## config.mk

```make
export PLATFORM = sky130hd
export DESIGN_NAME = fcc_ctrl
export DESIGN_NICKNAME = d
export VERILOG_FILES = /design/src/fcc_pkg.sv /design/src/fcc_cache_way.sv /design/src/fcc_ctrl.sv
export SDC_FILE = /design/constraint.sdc
export NUM_CORES = 2
export LEC_CHECK = 0
export BUFFER_PORTS_ARGS = -buffer_cell sky130_fd_sc_hd__buf_4
export CAP_MARGIN = 10
export CORE_UTILIZATION = 35
export CTS_CLUSTER_DIAMETER = 60
export DETAILED_ROUTE_END_ITERATION = 10
export SYNTH_ARGS = -nofsm -noshare
export SYNTH_HDL_FRONTEND = slang
export SYNTH_HIERARCHICAL = 1
export SYNTH_SLANG_ARGS = --single-unit
```

## constraint.sdc

```tcl
create_clock -name clk -period 1.85 [get_ports clk]
set_input_delay 0.555 -clock clk [delete_from_list [all_inputs] [get_ports clk]]
set_output_delay 0.555 -clock clk [all_outputs]
set_load 0.005 [all_outputs]
```

## src/fcc_pkg.sv

```systemverilog
// package with register map, field positions and timing constants for the flash cache control
package fcc_pkg;

  // ************************************************************
  // register byte addresses
  // ************************************************************
  localparam logic [31:0] FCC_ADDR_STATE  = 32'h400180c0; // cache_state_report
  localparam logic [31:0] FCC_ADDR_CONFIG = 32'h400180c4; // cache_configuration
  localparam logic [31:0] FCC_ADDR_UNLOCK = 32'h400180c8; // cache_unlock_word

  // ************************************************************
  // reset values
  // ************************************************************
  localparam logic [31:0] FCC_STATE_RST  = 32'h00000002; // state after reset
  localparam logic [31:0] FCC_CONFIG_RST = 32'h00000002; // configuration after reset
  localparam logic [31:0] FCC_UNLOCK_RST = 32'h00000000; // unlock word after reset

  // ************************************************************
  // unlock value and field positions
  // ************************************************************
  localparam logic [31:0] FCC_UNLOCK_KEY  = 32'hf123f456; // value that opens setup writes
  localparam int          FCC_D_WBUF_BIT  = 19;           // data write buffer hit bypass
  localparam int          FCC_D_FREEZE    = 18;           // data cache freeze
  localparam int          FCC_D_ON        = 17;           // data cache on
  localparam int          FCC_D_ZERO      = 16;           // data cache zero fill
  localparam int          FCC_I_RBUF_BIT  = 4;            // instruction read buffer bypass
  localparam int          FCC_I_WBUF_BIT  = 3;            // instruction write buffer bypass
  localparam int          FCC_I_FREEZE    = 2;            // instruction cache freeze
  localparam int          FCC_I_ON        = 1;            // instruction cache on
  localparam int          FCC_I_ZERO      = 0;            // instruction cache zero fill

  // ************************************************************
  // cache geometry and zero fill timing
  // ************************************************************
  localparam int          FCC_LINES       = 16;           // lines per cache
  localparam int          FCC_IDX_W       = 4;            // line index width
  localparam int          FCC_LINE_W      = 32;           // line width
  localparam int          FCC_CLK_MHZ     = 200;          // system clock rate
  localparam int          FCC_FILL_NS     = 80;           // least zero fill time
  localparam int          FCC_FILL_CYC    = (FCC_FILL_NS * FCC_CLK_MHZ + 999) / 1000;

endpackage : fcc_pkg

```

## src/fcc_cache_way.sv

```systemverilog
// one cache memory: zero fill sequencer and line storage for one cache
`timescale 1ns/10ps
module fcc_cache_way
  import fcc_pkg::*;
(
  // clock and reset
  input  wire logic                  clk,
  input  wire logic                  arst_n,
  input  wire logic                  clk_en,
  // control
  input  wire logic                  fill_start,  // one cycle pulse, begins zero fill
  input  wire logic                  cache_on,    // effective enable
  input  wire logic                  freeze,      // misses allocate nothing
  // processor side
  input  wire logic                  acc_valid,   // access request
  input  wire logic [FCC_IDX_W-1:0]  acc_idx,     // line index
  input  wire logic [FCC_LINE_W-1:0] acc_fill,    // line fetched from flash on a miss
  input  wire logic                  acc_miss,    // access missed
  output logic                       filling,     // zero fill in progress
  output logic [FCC_LINE_W-1:0]      line_q       // stored line of last access
);

  // ************************************************************
  // storage and fill state
  // ************************************************************
  logic [FCC_LINE_W-1:0] mem_q [FCC_LINES];  // line storage
  logic [FCC_IDX_W-1:0]  fidx_q;             // fill index
  logic [7:0]            fcnt_q;             // fill time counter
  logic                  fill_q;             // fill busy

  assign filling = fill_q;

  // fill sequencer: clears one line per cycle, stays busy the least fill time
  always_ff @(posedge clk or negedge arst_n) begin
    if (!arst_n) begin
      fill_q <= 1'b0;
      fidx_q <= '0;
      fcnt_q <= '0;
    end else if (clk_en) begin
      if (fill_start) begin
        fill_q <= 1'b1;
        fidx_q <= '0;
        fcnt_q <= 8'(FCC_FILL_CYC - 1);
      end else if (fill_q) begin
        fidx_q <= fidx_q + 4'h1;
        if (fcnt_q == 8'h00 && fidx_q == 4'(FCC_LINES - 1)) begin
          fill_q <= 1'b0;
        end
        if (fcnt_q != 8'h00) begin
          fcnt_q <= fcnt_q - 8'h01;
        end
      end
    end
  end

  // line storage: zero fill wins, then allocation when not frozen
  genvar g;
  generate
    for (g = 0; g < FCC_LINES; g++) begin : g_line
      always_ff @(posedge clk or negedge arst_n) begin
        if (!arst_n) begin
          mem_q[g] <= '0;
        end else if (clk_en) begin
          if (fill_q && fidx_q == 4'(g)) begin
            mem_q[g] <= '0;
          end else if (!fill_q && cache_on && !freeze && acc_valid && acc_miss
                       && acc_idx == 4'(g)) begin
            mem_q[g] <= acc_fill;
          end
        end
      end
    end
  endgenerate

  // read port: registered line of the last access
  always_ff @(posedge clk or negedge arst_n) begin
    if (!arst_n) begin
      line_q <= '0;
    end else if (clk_en && acc_valid) begin
      line_q <= mem_q[acc_idx];
    end
  end

endmodule : fcc_cache_way

```

## src/fcc_ctrl.sv

```systemverilog
// flash cache control: key guarded setup register, live state report, cache sequencing
`timescale 1ns/10ps
// How it works
// - state bit 18 shows data freeze
// - state bit 17 data on, cleared during fill
// - state bit 16 high during data fill
// - state bit 2 shows instruction freeze
// - state bit 1 instruction on, resets one
// - state bit 0 high during instruction fill
// - setup writes need unlock key first
// - unlock word reads back as zero
// - setup write clears stored unlock word
// - bits 19, 4, 3 bypass buffer checks
// - data freeze stops allocation, cleared by fill
// - data on bit, cleared by fill
// - data fill bit self clears on start
// - instruction freeze, cleared by fill
// - instruction on, resets one, cleared by fill
// - instruction fill bit self clears on start
module fcc_ctrl
  import fcc_pkg::*;
(
  // clock, enable and reset
  input  wire logic                  clk,
  input  wire logic                  arst_n,
  input  wire logic                  clk_en,
  // register port
  input  wire logic [31:0]           reg_addr,
  input  wire logic [31:0]           reg_wdata,
  input  wire logic                  reg_wr,
  input  wire logic                  reg_rd,
  output logic      [31:0]           reg_rdata,
  // instruction fetch path
  input  wire logic                  i_valid,
  input  wire logic [FCC_IDX_W-1:0]  i_idx,
  input  wire logic                  i_miss,
  input  wire logic [FCC_LINE_W-1:0] i_fill,
  output logic      [FCC_LINE_W-1:0] i_line,
  // data path
  input  wire logic                  d_valid,
  input  wire logic [FCC_IDX_W-1:0]  d_idx,
  input  wire logic                  d_miss,
  input  wire logic [FCC_LINE_W-1:0] d_fill,
  output logic      [FCC_LINE_W-1:0] d_line,
  // routing controls toward the flash path
  output logic                       i_use_cache,
  output logic                       d_use_cache,
  output logic                       i_alloc_ok,
  output logic                       d_alloc_ok,
  output logic                       i_rbuf_skip,
  output logic                       i_wbuf_skip,
  output logic                       d_wbuf_skip
);

  // ************************************************************
  // registers
  // ************************************************************
  logic [31:0]           cfg_q;          // cache_configuration
  logic [31:0]           key_q;          // cache_unlock_word
  logic [31:0]           stat_q;         // cache_state_report
  logic                  i_start_q;      // instruction fill start pulse
  logic                  d_start_q;      // data fill start pulse
  logic                  i_filling;      // instruction fill busy
  logic                  d_filling;      // data fill busy
  logic [FCC_LINE_W-1:0] i_line_w;       // instruction line from storage
  logic [FCC_LINE_W-1:0] d_line_w;       // data line from storage
  logic                  unlocked;       // key holds unlock value
  logic                  cfg_wr;         // setup write strobe
  logic                  key_wr;         // key write strobe

  // address decode shared by read and write paths
  function automatic logic hit(input logic [31:0] a, input logic [31:0] r);
    hit = (a == r);
  endfunction : hit

  assign unlocked = (key_q == FCC_UNLOCK_KEY);
  assign cfg_wr   = reg_wr && hit(reg_addr, FCC_ADDR_CONFIG);
  assign key_wr   = reg_wr && hit(reg_addr, FCC_ADDR_UNLOCK);

  // ************************************************************
  // unlock word
  // ************************************************************
  // unlock word: loaded by key writes, wiped after any setup write
  always_ff @(posedge clk or negedge arst_n) begin
    if (!arst_n) begin
      key_q <= FCC_UNLOCK_RST;
    end else if (clk_en) begin
      if (cfg_wr) begin
        key_q <= FCC_UNLOCK_RST;
      end else if (key_wr) begin
        key_q <= reg_wdata;
      end
    end
  end

  // ************************************************************
  // setup register
  // ************************************************************
  // setup register: guarded write, fill bits clear their dependants and themselves
  always_ff @(posedge clk or negedge arst_n) begin
    if (!arst_n) begin
      cfg_q     <= FCC_CONFIG_RST;
      i_start_q <= 1'b0;
      d_start_q <= 1'b0;
    end else if (clk_en) begin
      i_start_q <= 1'b0;
      d_start_q <= 1'b0;
      if (cfg_wr && unlocked) begin
        cfg_q <= reg_wdata;
        if (reg_wdata[FCC_D_ZERO]) begin
          cfg_q[FCC_D_FREEZE] <= 1'b0;
          cfg_q[FCC_D_ON]     <= 1'b0;
          d_start_q           <= 1'b1;
        end
        if (reg_wdata[FCC_I_ZERO]) begin
          cfg_q[FCC_I_FREEZE] <= 1'b0;
          cfg_q[FCC_I_ON]     <= 1'b0;
          i_start_q           <= 1'b1;
        end
      end else begin
        // fill bits drop as soon as the fill starts
        if (d_start_q) begin
          cfg_q[FCC_D_ZERO] <= 1'b0;
        end
        if (i_start_q) begin
          cfg_q[FCC_I_ZERO] <= 1'b0;
        end
      end
    end
  end

  // ************************************************************
  // cache storage
  // ************************************************************
  fcc_cache_way u_icache (
    .clk        (clk),
    .arst_n     (arst_n),
    .clk_en     (clk_en),
    .fill_start (i_start_q),
    .cache_on   (i_use_cache),
    .freeze     (cfg_q[FCC_I_FREEZE]),
    .acc_valid  (i_valid),
    .acc_idx    (i_idx),
    .acc_fill   (i_fill),
    .acc_miss   (i_miss),
    .filling    (i_filling),
    .line_q     (i_line_w)
  );

  fcc_cache_way u_dcache (
    .clk        (clk),
    .arst_n     (arst_n),
    .clk_en     (clk_en),
    .fill_start (d_start_q),
    .cache_on   (d_use_cache),
    .freeze     (cfg_q[FCC_D_FREEZE]),
    .acc_valid  (d_valid),
    .acc_idx    (d_idx),
    .acc_fill   (d_fill),
    .acc_miss   (d_miss),
    .filling    (d_filling),
    .line_q     (d_line_w)
  );

  // ************************************************************
  // state report
  // ************************************************************
  // live state: fill busy forces the enable low
  always_ff @(posedge clk or negedge arst_n) begin
    if (!arst_n) begin
      stat_q <= FCC_STATE_RST;
    end else if (clk_en) begin
      stat_q               <= '0;
      stat_q[FCC_D_FREEZE] <= cfg_q[FCC_D_FREEZE];
      stat_q[FCC_D_ON]     <= cfg_q[FCC_D_ON] && !d_filling && !d_start_q;
      stat_q[FCC_D_ZERO]   <= d_filling || d_start_q;
      stat_q[FCC_I_FREEZE] <= cfg_q[FCC_I_FREEZE];
      stat_q[FCC_I_ON]     <= cfg_q[FCC_I_ON] && !i_filling && !i_start_q;
      stat_q[FCC_I_ZERO]   <= i_filling || i_start_q;
    end
  end

  // ************************************************************
  // routing controls
  // ************************************************************
  // registered controls for the fetch and data paths
  always_ff @(posedge clk or negedge arst_n) begin
    if (!arst_n) begin
      i_use_cache <= FCC_CONFIG_RST[FCC_I_ON];
      d_use_cache <= 1'b0;
      i_alloc_ok  <= 1'b0;
      d_alloc_ok  <= 1'b0;
      i_rbuf_skip <= 1'b0;
      i_wbuf_skip <= 1'b0;
      d_wbuf_skip <= 1'b0;
    end else if (clk_en) begin
      i_use_cache <= cfg_q[FCC_I_ON] && !i_filling && !i_start_q;
      d_use_cache <= cfg_q[FCC_D_ON] && !d_filling && !d_start_q;
      i_alloc_ok  <= !cfg_q[FCC_I_FREEZE];
      d_alloc_ok  <= !cfg_q[FCC_D_FREEZE];
      i_rbuf_skip <= cfg_q[FCC_I_RBUF_BIT];
      i_wbuf_skip <= cfg_q[FCC_I_WBUF_BIT];
      d_wbuf_skip <= cfg_q[FCC_D_WBUF_BIT];
    end
  end

  // cache lines out, registered once more
  always_ff @(posedge clk or negedge arst_n) begin
    if (!arst_n) begin
      i_line <= '0;
      d_line <= '0;
    end else if (clk_en) begin
      i_line <= i_line_w;
      d_line <= d_line_w;
    end
  end

  // ************************************************************
  // read path
  // ************************************************************
  // read data one cycle after the strobe, zero otherwise or unmapped
  always_ff @(posedge clk or negedge arst_n) begin
    if (!arst_n) begin
      reg_rdata <= '0;
    end else if (clk_en) begin
      reg_rdata <= '0;
      if (reg_rd) begin
        if (hit(reg_addr, FCC_ADDR_STATE)) begin
          reg_rdata <= stat_q;
        end else if (hit(reg_addr, FCC_ADDR_CONFIG)) begin
          reg_rdata <= cfg_q;
        end
        // unlock word always reads zero
      end
    end
  end
endmodule : fcc_ctrl

```

==> summary.txt <==
Leak -> 33.7 nW
Clock tree buffer depth -> 3
Outcome -> finished, violations left
Vias -> 41700
Cell-internal power -> 49.3 mW
Maximum vdd ir drop -> 0.966 mV
Yosys cell types -> 69
Die width -> 403 µm
Worst reg2reg path startpoint -> stat_q[1]
Hold Crit Start -> reg_wdata[18]
IO Port Bufs -> 247
PnR worst setup slack -> -0.273 ns
CP startpoint -> stat_q[1]
Later-pin clock latency in the skew report -> 0.78 ns
WHS Path Cells -> 2
Sequential power share -> 44.3%
Site Rows -> 146
P_sw -> 17.4 mW
Root Buffer -> clkbuf_16
WL per Instance -> 27.2 µm
Leading cell type in the layout, fill and taps excluded -> dfrtp_1
Final worst-path cycle share -> 115%
Switching Fraction -> 26.1%
Largest net degree at the start of global routing -> 87
Iteration-0 DRC Markers -> 3715
Syn avg cell area -> 12.9 µm²
Hold EP -> key_q[18]
Hold crit path type -> in -> reg
Final setup viols -> 655
Worst-path clk slew -> 0.06 ns
FF-to-FF End -> u_icache/mem_q[137]
Fillers -> 14200
Post-layout util -> 45.1%
First-pass GRT wire length -> 284 mm
Highest Clock Rate -> 471 MHz
Clock skew -> 0.0237 ns
Fraction of registers with async set/reset -> 100%
Mapped Area -> 56300 µm²
Area growth syn-to-layout -> 27.4%
H-tree Lvls -> 4
Most common flop cell mapped by yosys -> dfrtp_1
Seq/Total Area, Yosys -> 57.2%
Startpoint types -> flop
First-pass DRT Iterations -> 8
CTS sink count -> 1287
Synth Net Count -> 4515
Post-route minimum period -> 2.12 ns
DRT antenna net count -> 0
Via-to-Cell Ratio -> 5.93
Routability cong. -> 0.835
Vias in the first global route -> 42900
DRC viols -> 0
Failing checks -> setup timing
Core ar. -> 159000 µm²
WP data arrival -> 2.82 ns
Nets -> 5004
MaxCap Viol Count -> 0
Slew Limit Fails -> 0
Commonest non-fill, non-tap cells in the layout -> dfrtp_1, a22o_1, buf_4
Crit path max-delay cell type -> dfstp_2
Number of flops mapped to enable cells by yosys -> 0
Reg-to-reg setup timing slack -> -0.27 ns
RSZ-0062 raised after global routing -> yes
Chip height -> 403 µm
Crit path top cell by count -> buf_6
CP Cell Sequence -> buf_6, and4b_2, nand4b_4, buf_12, buf_6, nor3_4, buf_6, buf_12, a22o_1
Num ports -> 248
YS warnings -> 6
CTS tree -> done
Final Hold Viols -> 0
Crit Path Max Fanout -> 6
Cts bufs inserted -> 147
Worst slew pin tran -> 0.530 ns
Gate power share -> 11.9%
Initial antenna violation count -> 14
Gr ovfl total -> 0
Pwr Density -> 930 nW/µm²
Drt total wl -> 191 mm
Worst r2r path cells -> 9
Flops & latches, synth -> 1287
Rel. slew slack -> 64.3%
Placed wire-length estimate -> 116 mm
Total track usage -> 23.0%
Layout cell share with drive strength beyond 1 -> 27.3%
Critical path class -> reg -> reg
Slowest Stage Delay on Critical Path -> 0.55 ns
TNS Setup -> -96.39 ns
Syn Inst Count -> 4358
Worst EP required -> 2.55 ns
Die area -> 162000 µm²
Clk pwr share -> 43.7%
Crit path capture type -> flop
Starting density of the core -> 35.4%
==> logic make-up after synthesis <==
logic type               Yosys count  synth area share [%]
flip-flops                      1287                  57.2
XOR/XNOR                           4                0.0622
AO/OA/AOI/OAI                   1458                  21.0
adder cells (fa/ha/maj)           12                 0.267
buffers and inverters            572                  5.13
multiplexers                     562                  11.6
AND/OR/NAND/NOR                  463                  4.63
==> power by group through the flow <==
stage	Clock (mW)	Combinational (mW)	Sequential, mW
2_1_floorplan	0	3.52	29.8
4_1_cts	29.7	7.80	29.6
6_report	29.2	7.94	29.6
3_3_place_gp	0	7.29	30.0
5_1_grt	30.9	8.43	29.7
3_5_place_dp	0	7.39	30.0
==> repair_timing <==
action / CTS / global route
gates cloned: 36 / 24
setup endpoints to repair: 642 / 1064
hold buffers: 20 / 0
buffers inserted: 59 / 27
pin swaps: 36 / 80
endpoints found under the hold margin: 116 / 0
resized for setup: 133 / 55
==> through the flow <==
stage                     hold slack (ns)  area, µm²  cells  worst slack (ns)  total power [mW]
after global routing               0.0121      71700   7032            -0.347              69.0
final                              0.0500      71700   7034            -0.273              66.7
after floorplan                     0.259      56900   4358            -0.433              33.3
after detailed placement            0.449      64100   6627            -0.503              37.4
after global placement              0.457      64100   6627            -0.568              37.3
after CTS                         0.00123      71200   7000            -0.257              67.1
==> critical path: cells and delay by family, from the launching register on <==
kind	cells	cell delay [ns]
compound gates	1	0.14
buf+inv	5	0.77
flops	1	0.55
simple gates	3	0.58
==> worst max-delay path by stage <==
stage,endpoint,slack (ns),cells after the start
floorplan,cfg_q[10],-0.43,6
global placement,cfg_q[31],-0.57,8
detailed placement,key_q[20],-0.50,7
CTS,i_use_cache,-0.26,2
global route,u_icache/mem_q[153],-0.35,9
finish,u_icache/mem_q[137],-0.27,9
==> flip-flops by register name (all words and copies together), names as in the netlist, 4 cells and up <==
name             count
u_dcache/mem_q     512
u_icache/mem_q     512
cfg_q               32
d_line              32
i_line              32
key_q               32
reg_rdata           32
u_dcache/line_q     32
u_icache/line_q     32
u_dcache/fcnt_q      8
u_icache/fcnt_q      8
stat_q               6
u_dcache/fidx_q      4
u_icache/fidx_q      4
==> synthesized netlist by cell type (3+ instances only) <==
master     number  area share (%)
dfrtp_1      1285              57
a22o_1       1056              16
nor4bb_1        3           0.053
or3_1           5           0.056
nor4_4          7            0.26
nor2_1        171             1.1
mux4_2         64             2.6
mux2i_1       397             7.1
nand3_1        37            0.33
clkbuf_1      182             1.2
nor3_4          4            0.12
nor3_2         14            0.25
mux2_2         75             1.5
nor4_1         16            0.18
mux2_1         26            0.52
a21oi_1        11           0.098
nand2_1        64            0.43
nor3b_1         5           0.067
o21ai_0        55            0.49
nor2b_1         9            0.10
a2bb2oi_1      30            0.47
nand4_1        31            0.34
a31oi_1        66            0.73
o21ai_2        10            0.16
or3b_1          7            0.11
nor4b_1         4           0.062
nand2b_1        9            0.10
and2_0          4           0.044
buf_2         177             1.6
xnor2_1         4           0.062
o22ai_1       138             1.5
a221oi_1       34            0.53
o31ai_1         6           0.080
and2_1         18            0.20
nor3_1         23            0.20
or4_1           4           0.053
nand3b_2        3           0.060
nand3b_1        4           0.053
inv_1          51            0.34
buf_4          38            0.51
o21ai_1        44            0.39
buf_6          50             1.0
buf_1          73            0.49
or2_2           3           0.033
ha_1           12            0.27
==> routing by layer <==
metal	GRT usage [%]	vias up	part of all wire, %
met3	5.38	422	8.2
met5	0	-	0.073
met1	31.5	21900	42
li1	-	17600	-
met4	7.93	20	3.5
met2	35.5	1736	46
==> cell type report <==
type	count	area, µm²	area share [%]
tap	2072	2590	3.62
inverter	52	195	0.272
antenna	5	12.5	0.0174
clock inverter	47	526	0.733
sequential	1287	32200	44.9
clock buffer	212	4320	6.02
multi-input combinational	2499	22000	30.7
timing repair buffer	860	9850	13.7
(Power assumes the default switching activity.)
